<file path="src/inc/cfb_pkg.sv">
// Purpose: shared types and constants for the conditional flag branch unit
// Assumes: one 100 MHz core clock, program counter in instruction words
// Notes: branch codes are the unit's own select encoding
package cfb_pkg;
   localparam int CFB_PC_W = 16;
   localparam int CFB_OFS_W = 7;
   localparam logic [15:0] CFB_PC_RESET = 16'h0000;
   localparam logic [7:0] CFB_SREG_RESET = 8'h00;
   // status register bit positions
   localparam int CFB_BIT_H = 5;
   localparam int CFB_BIT_T = 6;
   localparam int CFB_BIT_V = 3;
   // cycles used by a branch
   localparam int CFB_CYC_NOT_TAKEN = 1;
   localparam int CFB_CYC_TAKEN = 2;

   typedef enum logic [2:0] {
      CFB_OP_NONE = 3'b000,
      CFB_OP_BRANCH_TRANSFER_BIT_CLEAR = 3'b001,
      CFB_OP_BRANCH_TRANSFER_BIT_SET = 3'b010,
      CFB_OP_BRANCH_OVERFLOW_SET = 3'b011,
      CFB_OP_BRANCH_HALF_CARRY_CLEAR = 3'b100
   } cfb_op_t;

   typedef enum logic [0:0] {
      CFB_ST_EXEC = 1'b0,
      CFB_ST_TAKEN = 1'b1
   } cfb_state_t;

   typedef struct packed {
      cfb_op_t op;
      logic [6:0] offset;
   } cfb_instr_t;
endpackage

</file>
<file path="src/core/cfb_branch_unit.sv">
// Purpose: executes four flag-tested relative branches of an 8-bit core
// Assumes: instr_valid/instr presented synchronous to clk_sys
// Notes: status flags leave through a register untouched; a taken branch costs one extra cycle
`timescale 1ns/1ps
module cfb_branch_unit
   import cfb_pkg::*;
#(
   parameter int PC_W = CFB_PC_W
)
(
   input wire logic clk_sys,
   input wire logic rst_n,
   input wire logic instr_valid,
   input wire cfb_instr_t instr,
   input wire logic [7:0] sreg_in,
   output logic instr_ready,
   output logic [PC_W-1:0] pc,
   output logic [7:0] sreg_out,
   output logic branch_taken
);
   cfb_state_t state;
   cfb_state_t next_state;
   logic [PC_W-1:0] next_pc;
   logic [PC_W-1:0] target;
   logic [PC_W-1:0] ofs_ext;
   logic [1:0] stall_cnt;
   logic [1:0] next_stall_cnt;
   // longest legal stall after an accepted branch
   localparam logic [1:0] STALL_MAX = 2'(CFB_CYC_TAKEN - CFB_CYC_NOT_TAKEN);
   // farthest distance a signed offset can move the pc
   localparam logic [PC_W-1:0] REACH = PC_W'(2 ** (CFB_OFS_W - 1));
   wire flag_t = sreg_in[CFB_BIT_T];
   wire flag_v = sreg_in[CFB_BIT_V];
   wire flag_h = sreg_in[CFB_BIT_H];
   wire is_branch = instr.op != CFB_OP_NONE;
   wire cond_tc = instr.op == CFB_OP_BRANCH_TRANSFER_BIT_CLEAR && !flag_t;
   wire cond_ts = instr.op == CFB_OP_BRANCH_TRANSFER_BIT_SET && flag_t;
   wire cond_vs = instr.op == CFB_OP_BRANCH_OVERFLOW_SET && flag_v;
   wire cond_hc = instr.op == CFB_OP_BRANCH_HALF_CARRY_CLEAR && !flag_h;
   wire cond = cond_tc | cond_ts | cond_vs | cond_hc;
   wire accept = instr_valid && state == CFB_ST_EXEC;
   wire take = accept && is_branch && cond;

   // sign extension of the offset
   assign ofs_ext = {{(PC_W-CFB_OFS_W){instr.offset[CFB_OFS_W-1]}}, instr.offset};
   assign target = pc + ofs_ext + {{(PC_W-1){1'b0}}, 1'b1};
   assign instr_ready = state == CFB_ST_EXEC;
   // stall cycles counted since the last ready cycle, saturating at three
   assign next_stall_cnt = instr_ready ? 2'h0
      : (stall_cnt == 2'h3) ? stall_cnt : stall_cnt + 2'h1;

   always_comb
   begin
      next_state = state;
      next_pc = pc;
      case (state)
         CFB_ST_EXEC:
         begin
            if (accept && is_branch && cond)
            begin
               next_pc = target;
               next_state = CFB_ST_TAKEN;
            end
            else if (accept)
            begin
               next_pc = pc + {{(PC_W-1){1'b0}}, 1'b1};
            end
         end
         CFB_ST_TAKEN:
         begin
            next_state = CFB_ST_EXEC;
         end
         default:
         begin
            next_state = CFB_ST_EXEC;
         end
      endcase
   end

   always_ff @(posedge clk_sys or negedge rst_n)
   begin
      if (!rst_n)
      begin
         state <= CFB_ST_EXEC;
      end
      else
      begin
         state <= next_state;
      end
   end

   always_ff @(posedge clk_sys or negedge rst_n)
   begin
      if (!rst_n)
      begin
         pc <= CFB_PC_RESET[PC_W-1:0];
      end
      else
      begin
         pc <= next_pc;
      end
   end

   always_ff @(posedge clk_sys or negedge rst_n)
   begin
      if (!rst_n)
      begin
         branch_taken <= 1'b0;
      end
      else
      begin
         branch_taken <= take;
      end
   end

   // flags are never written by these branches, only registered on the way out
   always_ff @(posedge clk_sys or negedge rst_n)
   begin
      if (!rst_n)
      begin
         sreg_out <= CFB_SREG_RESET;
      end
      else
      begin
         sreg_out <= sreg_in;
      end
   end

   // helper count of stall cycles, read only by the stall bound check
   always_ff @(posedge clk_sys or negedge rst_n)
   begin
      if (!rst_n)
      begin
         stall_cnt <= 2'h0;
      end
      else
      begin
         stall_cnt <= next_stall_cnt;
      end
   end

   // outcome of each branch kind, taken or falling through
   a_tclear_taken: assert property (@(posedge clk_sys) disable iff (!rst_n)
      (accept && instr.op == CFB_OP_BRANCH_TRANSFER_BIT_CLEAR && !flag_t)
      |=> branch_taken && !instr_ready)
      else $error("transfer bit clear branch not taken");
   a_tclear_fall: assert property (@(posedge clk_sys) disable iff (!rst_n)
      (accept && instr.op == CFB_OP_BRANCH_TRANSFER_BIT_CLEAR && flag_t)
      |=> !branch_taken && pc == $past(pc) + 1'b1)
      else $error("transfer bit clear branch did not fall through");
   a_overflow_taken: assert property (@(posedge clk_sys) disable iff (!rst_n)
      (accept && instr.op == CFB_OP_BRANCH_OVERFLOW_SET && flag_v)
      |=> branch_taken && !instr_ready)
      else $error("overflow branch not taken");
   a_overflow_fall: assert property (@(posedge clk_sys) disable iff (!rst_n)
      (accept && instr.op == CFB_OP_BRANCH_OVERFLOW_SET && !flag_v)
      |=> pc == $past(pc) + 1'b1 && !branch_taken)
      else $error("overflow branch did not fall through");
   a_hcarry_taken: assert property (@(posedge clk_sys) disable iff (!rst_n)
      (accept && instr.op == CFB_OP_BRANCH_HALF_CARRY_CLEAR && !flag_h)
      |=> branch_taken && !instr_ready)
      else $error("half carry clear branch not taken");
   a_hcarry_fall: assert property (@(posedge clk_sys) disable iff (!rst_n)
      (accept && instr.op == CFB_OP_BRANCH_HALF_CARRY_CLEAR && flag_h)
      |=> !branch_taken && instr_ready && pc == $past(pc) + 1'b1)
      else $error("half carry clear branch did not fall through");
   a_tset_taken: assert property (@(posedge clk_sys) disable iff (!rst_n)
      (accept && instr.op == CFB_OP_BRANCH_TRANSFER_BIT_SET && flag_t)
      |=> branch_taken && !instr_ready)
      else $error("transfer bit set branch not taken");
   a_tset_fall: assert property (@(posedge clk_sys) disable iff (!rst_n)
      (accept && instr.op == CFB_OP_BRANCH_TRANSFER_BIT_SET && !flag_t)
      |=> !branch_taken && pc == $past(pc) + 1'b1)
      else $error("transfer bit set branch did not fall through");
   a_none_steps: assert property (@(posedge clk_sys) disable iff (!rst_n)
      (accept && instr.op == CFB_OP_NONE)
      |=> pc == $past(pc) + 1'b1 && !branch_taken)
      else $error("plain step did not advance by one");
   a_idle_holds: assert property (@(posedge clk_sys) disable iff (!rst_n)
      (instr_ready && !instr_valid)
      |=> pc == $past(pc) && !branch_taken)
      else $error("pc moved with no instruction");

   // where a taken branch lands
   a_taken_target: assert property (@(posedge clk_sys) disable iff (!rst_n)
      (accept && cond)
      |=> pc == $past(pc) + PC_W'($signed($past(instr.offset))) + 1'b1)
      else $error("taken branch target wrong");
   a_backward_reach: assert property (@(posedge clk_sys) disable iff (!rst_n)
      (accept && cond && instr.offset[CFB_OFS_W-1])
      |=> ($past(pc) - pc) < REACH)
      else $error("negative offset did not go backward");
   a_forward_reach: assert property (@(posedge clk_sys) disable iff (!rst_n)
      (accept && cond && !instr.offset[CFB_OFS_W-1])
      |=> (pc - $past(pc)) != '0 && (pc - $past(pc)) <= REACH)
      else $error("positive offset did not go forward");

   // cycle cost: one when not taken, two when taken
   a_taken_two_cyc: assert property (@(posedge clk_sys) disable iff (!rst_n)
      (accept && cond)
      |=> !instr_ready ##1 instr_ready)
      else $error("taken branch not two cycles");
   a_not_taken_one: assert property (@(posedge clk_sys) disable iff (!rst_n)
      (accept && !cond)
      |=> instr_ready)
      else $error("untaken branch stalled");
   a_stall_holds_pc: assert property (@(posedge clk_sys) disable iff (!rst_n)
      !instr_ready
      |=> pc == $past(pc) && !branch_taken)
      else $error("pc moved during the stall cycle");
   a_stall_bound: assert property (@(posedge clk_sys) disable iff (!rst_n)
      stall_cnt <= STALL_MAX)
      else $error("stall longer than one cycle");
   a_taken_pulse: assert property (@(posedge clk_sys) disable iff (!rst_n)
      branch_taken
      |=> !branch_taken)
      else $error("taken pulse longer than one cycle");

   // flags pass through unchanged
   a_flags_kept: assert property (@(posedge clk_sys) disable iff (!rst_n)
      $past(rst_n)
      |-> sreg_out == $past(sreg_in))
      else $error("flags changed");
endmodule

</file>
<file path="config.mk">
export PLATFORM = sky130hd
export DESIGN_NAME = cfb_branch_unit
export DESIGN_NICKNAME = d
export VERILOG_FILES = /design/src/inc/cfb_pkg.sv /design/src/core/cfb_branch_unit.sv
export SDC_FILE = /design/constraint.sdc
export NUM_CORES = 1
export LEC_CHECK = 0
export BUFFER_PORTS_ARGS = -buffer_cell sky130_fd_sc_hd__buf_4
export CORE_UTILIZATION = 50
export CTS_BUF_LIST = sky130_fd_sc_hd__clkbuf_8
export DETAILED_ROUTE_END_ITERATION = 10
export PLACE_DENSITY = 0.75
export SLEW_MARGIN = 20
export SYNTH_ARGS = -nofsm -noshare
export SYNTH_HDL_FRONTEND = slang
export SYNTH_SLANG_ARGS = --single-unit
</file>
<file path="constraint.sdc">
create_clock -name clk_sys -period 2.2 [get_ports clk_sys]
set_clock_uncertainty 0.1 [all_clocks]
set_input_delay 0.22 -clock clk_sys [delete_from_list [all_inputs] [get_ports clk_sys]]
set_output_delay 0.22 -clock clk_sys [all_outputs]
set_load 0.02 [all_outputs]
</file>
### Word level (Yosys, flattened, before mapping)

Cells that the tools add are included.

| word-level totals | value |
|---|---|
| register bits | 26 |
| bits of input ports | 21 |
| output and inout bits | 26 |
| logic and storage cells | 31 |

| cells by class | value |
|---|---|
| $add $sub $neg | 3 |
| equal/unequal tests | 4 |
| multiplexer cells | 4 |
| bitwise gates (word level) | 4 |
| reductions and logical operators | 12 |

Operator list:

| operator | count |
|---|---|
| $add 16x1->16 const B | 2 |
| $mux 16 | 2 |
| $add 16x16->16 | 1 |
| $logic_and 1x1->1 | 7 |
| $eq 3x2->1 const B | 2 |
| $eq 3x1->1 const B | 1 |
| $eq 3x3->1 const B | 1 |
| $or 1x1->1 | 3 |
| $reduce_bool 3->1 | 1 |
| $logic_not 1->1 | 2 |
| $pmux 1 s2 | 1 |
| $reduce_and 2->1 | 1 |
| $reduce_bool 2->1 | 1 |
| $mux 1 | 1 |
| $not 1->1 | 1 |

### Logic depth before layout (Yosys ltp)

Gate-level depths: netlist (run 1).

| depth | value |
|---|---|
| word-level depth | 8 |
| mapped depth | 10 |
| mapped depth without buffers | 10 |

### Worst setup path after synthesis (run 1)

Ideal clock, no wire load.

| timing path | value |
|---|---|
| path type | flip-flop to flip-flop |
| start point | register pc[0] |
| end point | register pc[14] |
| setup time | 94 ps |
| arrival | 2,225 ps |
| data required time | 2,006 ps |
| path slack | -219 ps |
| stages on the path, launching flop included | 11 |
| clock period less this slack | 2,419 ps |
| path through | dfrtp_1 -> inv_1 -> ha_1 -> inv_1 -> fa_1 -> a211oi_1 -> o21ai_1 -> a32oi_1 -> o21ai_0 -> xnor2_1 -> a211oi_1 |

| on the way | value |
|---|---|
| longest elaborated chain between the ends | 3 |
| elaborated cells on any way between the ends | 5 |

Ends and longest elaborated chain:

| item | line | source |
|---|---|---|
| start, declared | cfb_branch_unit.sv:17 | `output logic [PC_W-1:0] pc,` |
| start signal, assigned | cfb_branch_unit.sv:96 | `pc <= CFB_PC_RESET[PC_W-1:0];` |
| start signal, assigned | cfb_branch_unit.sv:100 | `pc <= next_pc;` |
| $add 16x16->16 / $add 16x1->16 (equally long branches) | cfb_branch_unit.sv:46, cfb_branch_unit.sv:66 |  |
| $add 16x1->16 / $mux 16 (equally long branches) | cfb_branch_unit.sv:46, cfb_branch_unit.sv:64 |  |
| $mux 16 (*) | cfb_branch_unit.sv:59 | `if (accept && is_branch && cond)` |

Mark *: on every way between the ends. The rest lies on a longest branch, timed or not. The select of a mux whose other input is x is not followed.
A chain may end at the register's enable or synchronous reset.

### Worst setup path after layout (run 1)

| timing path | value |
|---|---|
| start point | register pc[0] |
| end point | register pc[12] |

The elaborated chain is that of the path after synthesis.

==> run metrics, run 1 <==
final hold vios 0; WP buf/inv 2; gr usage total 28.6%; share of cells above drive strength 1 35.4%; Slew Viols, Final 0; post-synthesis adder-cell area fraction 11.0%; initial core utilization 53.3%; Mean Syn Cell Area 8.49 µm²; Avg WL per Cell 15.8 µm; GR Overflow Total 0; multiplexer area fraction after synthesis 0.502%; # IOs 47; Worst setup SP type flop; CTS clock-pin slew for the worst setup and hold paths 0.10 ns; full die area 4250 µm²; DRT iter0 DRCs 142; worst hold path type input port to asynchronous set/reset pin; main combinational cell family by area after synthesis compound AO/OA/AOI/OAI gates; max_slew headroom 71.9%; final worst slack -0.0935 ns; initial antenna violation count 0; asr flop ratio synth 100%; outcome finished, violations left; nets 364; number of global-route vias before repair 2012; n_diodes 0; gp weighted congestion 0.844; Setup crit end pc[12]$_DFFE_PN0P_; commonest non-fill, non-tap cell in the layout buf_4; Clock Sinks 26; Initial DRT Pass Iterations 4; Worst-Skew Late Latency 0.27 ns; CP peak stage delay 0.42 ns; Max Cap Viol 0; synth warn 0; first-pass GRT wire length 9400 µm; worst-path cell chain inv_2, ha_4, inv_2, fa_2, a211oi_2, o21ai_2, o31ai_4, a311oi_2, xnor2_1, o211ai_1; Final Setup Violations 4; predominant post-synthesis flop cell dfrtp_1; Least-Margin Pin Slew 0.420 ns; FMAX 436 MHz; largest net degree at the start of global routing 27; Layout area overhead 47.9%; # DRC 0; core footprint 3740 µm²; clk root buf clkbuf_8; H-tree Lvls 1; CP max stage cell dfrtp_2; post-synthesis simple-gate area fraction 22.9%; RSZ-0062 raised after global routing true; vias post-DR 2168; Worst VDD drop 847 µV; CTS tree done; Crit path top cell by count inv_2; cell count along the critical path 10; Port Buffer Count 46; Setup CP Type flop to flop; Post-Synth XOR/XNOR Area 6.15%; Yosys cell types 48; post-synthesis cell count 235; Post-DP HPWL 4120 µm; Routed WL 5910 µm; Reg-to-Reg End pc[12]$_DFFE_PN0P_; Yosys reg bits 26; Data arrival, critical path 2.39 ns; syn_nets 273; # rows 22; Post-DRT Antenna Nets 0; critical path fanouts, max 4; post-synthesis compound-gate area fraction 24.0%; Reg2Reg Depth 10; nature of the critical path endpoint flop; synthesized area 1990 µm²; total power 4.01 mW; number of flops mapped to enable cells by yosys 0; Die Y 65.2 µm; violations in the final reports setup timing; sequential area share after synthesis 32.6%; Critical path origin pc[0]$_DFFE_PN0P_; CP required 2.30 ns; CP delay by family, top compound AO/OA/AOI/OAI gates; Max Buffers Root-to-Sink 2; power per cell area 1360 nW/µm²; r2r setup slk -0.09 ns; average via count per standard cell 5.81; Reg-to-Reg Start pc[0]$_DFFE_PN0P_; Leak Pwr 1.33 nW; Setup TNS -0.173 ns; most frequent cells in the layout buf_4 (82), nand2_1 (25), dfrtp_1 (24), a21oi_1 (18), nor2_1 (17); Final period util 104%; Num CTS Buffers 3; DIE WIDTH 65.2 µm; Final min period 2.29 ns
repair_timing:
item	4_1_cts	5_1_grt
endpoints found under the setup margin	4	7
hold buffers	9	0
gates resized for setup	5	17
buffers inserted	2	5
pin swaps	6	19
hold endpoints to repair	34	0
stage by stage:
stage / cells / cell area (µm²) / worst slack (ns) / hold WS, ns / util [%]
after floorplan: 235 / 2030 / -0.0453 / -0.176 / -
after global placement: 353 / 2640 / 0.00434 / 0.0599 / 70.5
after detailed placement: 353 / 2640 / -0.0519 / 0.0562 / 70.5
after CTS: 368 / 2830 / -0.0425 / 0.308 / 75.7
after global routing: 373 / 2950 / -0.188 / 0.318 / 78.8
final: 373 / 2950 / -0.0935 / 0.287 / 78.8
report_power, final:
group          total (mW)  leakage, nW  switching, mW  internal [mW]
logic                2.84        0.990           1.51           1.33
registers           0.755        0.306          0.122          0.634
clock network       0.415       0.0357          0.171          0.244
total                4.01         1.33           1.80           2.21
cell type report:
cell class | count | area [µm²]
fill | 272 | 795
multi-input combinational | 195 | 1420
sequential | 26 | 653
inverter | 8 | 30.0
clock inverter | 1 | 30.0
timing repair buffer | 92 | 717
clock buffer | 3 | 41.3
tap | 48 | 60.1
per-layer routing:
layer  share of wire, %  vias up  GRT usage [%]
li1                   -     1053              -
met1                 45     1032           38.0
met2                 49       73           49.5
met3                3.8       10           2.43
met4                1.7        0           8.70
met5                  0        -              0
synth_stat cells, types with 3 or more instances:
cell      number  area share (%)
dfrtp_1       26              33
nand2_1       25             4.7
a21oi_1       20             5.0
o21ai_0       20             5.0
nor2_1        17             3.2
ha_1          16              10
xnor2_1       10             4.4
inv_1          8             1.5
nand3_1        8             2.0
a21o_1         7             2.6
a211oi_1       6             2.3
nand2b_1       6             1.9
nand4_1        6             1.9
xor2_1         4             1.8
a211o_1        3             1.3
buf_2          3            0.75
nor2b_1        3            0.94
nor3_1         3            0.75
o211ai_1       3             1.1
or2_2          3            0.94
worst reg2reg max path, stage by stage, from the launching register on:
cell and delay (ns):
dfrtp_2 0.42, inv_2 0.07, ha_4 0.13, inv_2 0.03, fa_2 0.34, a211oi_2 0.23, o21ai_2 0.14, o31ai_4 0.29
a311oi_2 0.15, xnor2_1 0.15, o211ai_1 0.15
worst min-delay path by stage:
stage / start / endpoint / cells after the start
final: rst_n / sreg_out[4]$_DFF_PN0_ / 2
after global routing: rst_n / sreg_out[4]$_DFF_PN0_ / 2
after detailed placement: rst_n / sreg_out[1]$_DFF_PN0_ / 1
after CTS: rst_n / pc[15]$_DFFE_PN0P_ / 2
after global placement: rst_n / sreg_out[1]$_DFF_PN0_ / 1
after floorplan: rst_n / branch_taken$_DFF_PN0_ / 0
kinds of logic (layout without fill, tap and decap cells):
logic type               count (synthesis)  after routing
AO/OA/AOI/OAI                           76             76
XOR/XNOR                                14             14
adder cells (fa/ha/maj)                 17             17
buffers and inverters                   14            104
flip-flops                              26             26
multiplexers                             1              1
AND/OR/NAND/NOR                         87             87
registers in the layout, summed over array words and instances, names as in the netlist:
name / count
branch_taken: 1
sreg_out: 8
pc: 16
state: 1
Note: power is estimated with default switching activity, not from simulation.
==> run 2: changes to the inputs <==
Settings changed: RECOVER_POWER from default to 100.
==> run metrics, run 2 (synthesis results as in run 1) <==
outcome finished, violations left (unchanged); violations in the final reports setup timing (unchanged); Max Cap Viol 0 (unchanged); gr usage total 28.6% (unchanged); Clock Sinks 26 (unchanged); DP Worst Slack -0.0519 ns (unchanged); initial core utilization 53.3% (unchanged); Max Buffers Root-to-Sink 2 (unchanged); full die area 4250 µm² (unchanged); # fillers 295 (was 272); CP required 2.30 ns (about the same); critical path fanouts, max 4 (unchanged); largest reg by FF count pc (unchanged); Crit path top cell by count inv_2 (unchanged); FMAX 435 MHz (was 436 MHz); DIE WIDTH 65.2 µm (unchanged); combinational share of power 69.9% (was 70.8%); Port Buffer Count 46 (unchanged); most frequent cells in the layout buf_4 (50), nand2_1 (25), dfrtp_1 (24), clkbuf_1 (24), a21oi_1 (18) (was buf_4 (82), nand2_1 (25), dfrtp_1 (24), a21oi_1 (18), nor2_1 (17)); DRT iter0 DRCs 140 (was 142); Sw Pwr 1.80 mW (about the same); internal power 2.10 mW (was 2.21 mW); Data arrival, critical path 2.40 ns (was 2.39 ns); nature of the critical path endpoint flop (unchanged); gp weighted congestion 0.844 (unchanged); number of global-route vias before repair 2012 (unchanged); # rows 22 (unchanged); final hold vios 0 (unchanged); RSZ-0062 raised after global routing true (unchanged); initial antenna violation count 0 (unchanged); clk root buf clkbuf_8 (unchanged); Num CTS Buffers 3 (unchanged); CP delay by family, top compound AO/OA/AOI/OAI gates (unchanged); worst-path cell chain inv_2, ha_4, inv_2, fa_2, a211oi_2, o21ai_2, o31ai_4, a311oi_2, xnor2_1, o211ai_1 (unchanged); Die Y 65.2 µm (unchanged); share of cells above drive strength 1 28.0% (was 35.4%); Layout area overhead 43.3% (was 47.9%); Setup CP Type flop to flop (unchanged); average via count per standard cell 5.85 (was 5.81); Post-DP HPWL 4120 µm (unchanged); max_slew headroom 2.76% (was 71.9%); CTS tree done (unchanged); Final Setup Violations 4 (unchanged); Worst-Skew Late Latency 0.28 ns (was 0.27 ns); H-tree Lvls 1 (unchanged); CTS clock-pin slew for the worst setup and hold paths 0.11 ns (was 0.10 ns); total power 3.90 mW (was 4.01 mW); Placed Cells 353 (unchanged); nets 364 (unchanged); worst hold path type input port to flop (was input port to asynchronous set/reset pin); Leak Pwr 1.24 nW (was 1.33 nW); # IOs 47 (unchanged); Least-Margin Pin Slew 1.46 ns (was 0.420 ns); GR Overflow Total 0 (unchanged); WHS 0.347 ns (was 0.287 ns); top flop regs pc x16, sreg_out x8 (unchanged); sequential share of power 19.3% (was 18.9%); max reg flops 16 (unchanged); CP max stage cell dfrtp_2 (unchanged); Clock power frac 10.7% (was 10.3%); Slew Viols, Final 0 (unchanged); final worst slack -0.0963 ns (was -0.0935 ns); Setup TNS -0.189 ns (was -0.173 ns); Worst setup SP type flop (unchanged); CP peak stage delay 0.42 ns (about the same); Worst VDD drop 811 µV (was 847 µV); WP buf/inv 2 (unchanged); power per cell area 1360 nW/µm² (about the same); commonest non-fill, non-tap cell in the layout buf_4 (unchanged); sw frac 46.2% (was 44.9%); non-filler instance count after layout 373 (unchanged); first-pass GRT wire length 9400 µm (unchanged); Final period util 104% (about the same); Initial DRT Pass Iterations 4 (unchanged); Final min period 2.30 ns (was 2.29 ns); largest net degree at the start of global routing 27 (unchanged); Post-DRT Antenna Nets 0 (unchanged); Routed WL 5910 µm (about the same); core footprint 3740 µm² (unchanged); n_diodes 0 (unchanged); # DRC 0 (unchanged); Avg WL per Cell 15.9 µm (was 15.8 µm); vias post-DR 2183 (was 2168)
## run 2: changes by cell type in the layout (fill, tap and decap cells not counted)
cell / before / now
buf_4: 82 / 50
clkbuf_1: 0 / 24
clkbuf_4: 0 / 8
## run 2: layer usage
layer / track usage, % / part of all wire (%)
met1: 38.0 / 45
met2: 49.5 / 49
met3: 2.43 / 3.7
met4: 8.70 / 1.9
met5: 0 / 0
## run 2: what timing repair did
action	4_1_cts	5_1_grt
hold buffers	9	0
endpoints found under the hold margin	34	0
gates resized for setup	5	17
setup endpoints to repair	4	7
pin swaps	6	19
setup buffers	2	5
## run 2: power by group through the flow
| stage | registers [mW] | clock network (mW) | logic, mW |
|---|---|---|---|
| floorplan | 1.03 | 0 | 1.27 |
| global placement | 0.760 | 0 | 2.43 |
| detailed placement | 0.765 | 0 | 2.47 |
| CTS | 0.754 | 0.418 | 2.56 |
| global route | 0.774 | 0.435 | 2.96 |
| finish | 0.754 | 0.419 | 2.72 |
## run 2: tightest hold or removal path: cells and delay by family
family	cells	cell delay, ns
buf+inv	1	0.17
simple gates	2	0.17
compound gates	1	0.11
## run 2: metrics by stage
| step | cell area, µm² | util [%] |
|---|---|---|
| finish | 2860 | 76.4 |
| global placement | 2640 | 70.5 |
| CTS | 2830 | 75.7 |
| floorplan | 2030 | - |
| detailed placement | 2640 | 70.5 |
| global route | 2860 | 76.4 |
## run 2: final cells by class
type                    instances  area, µm²  area share [%]
clock buffers                   3       41.3            1.44
clock inverters                 1       30.0            1.05
inverters                       8       30.0            1.05
multi-input cells             195       1420            49.6
flip-flops and latches         26        653            22.8
well taps                      48       60.1            2.10
repair buffers                 92        627            21.9
## run 2: path summary, 6_finish.rpt
path / cells past startpoint / to / startpoint / slack [ns]
hold / removal: 4 / pc[15]$_DFFE_PN0P_ / instr[6] / 0.35
setup / recovery: 10 / pc[12]$_DFFE_PN0P_ / pc[0]$_DFFE_PN0P_ / -0.1
max in group asynchronous: 2 / pc[4]$_DFFE_PN0P_ / rst_n / 0.34
setup reg to reg: 10 / pc[12]$_DFFE_PN0P_ / pc[0]$_DFFE_PN0P_ / -0.1
hold reg to reg: 2 / pc[13]$_DFFE_PN0P_ / pc[13]$_DFFE_PN0P_ / 0.59
min in group asynchronous: 2 / sreg_out[4]$_DFF_PN0_ / rst_n / 0.71
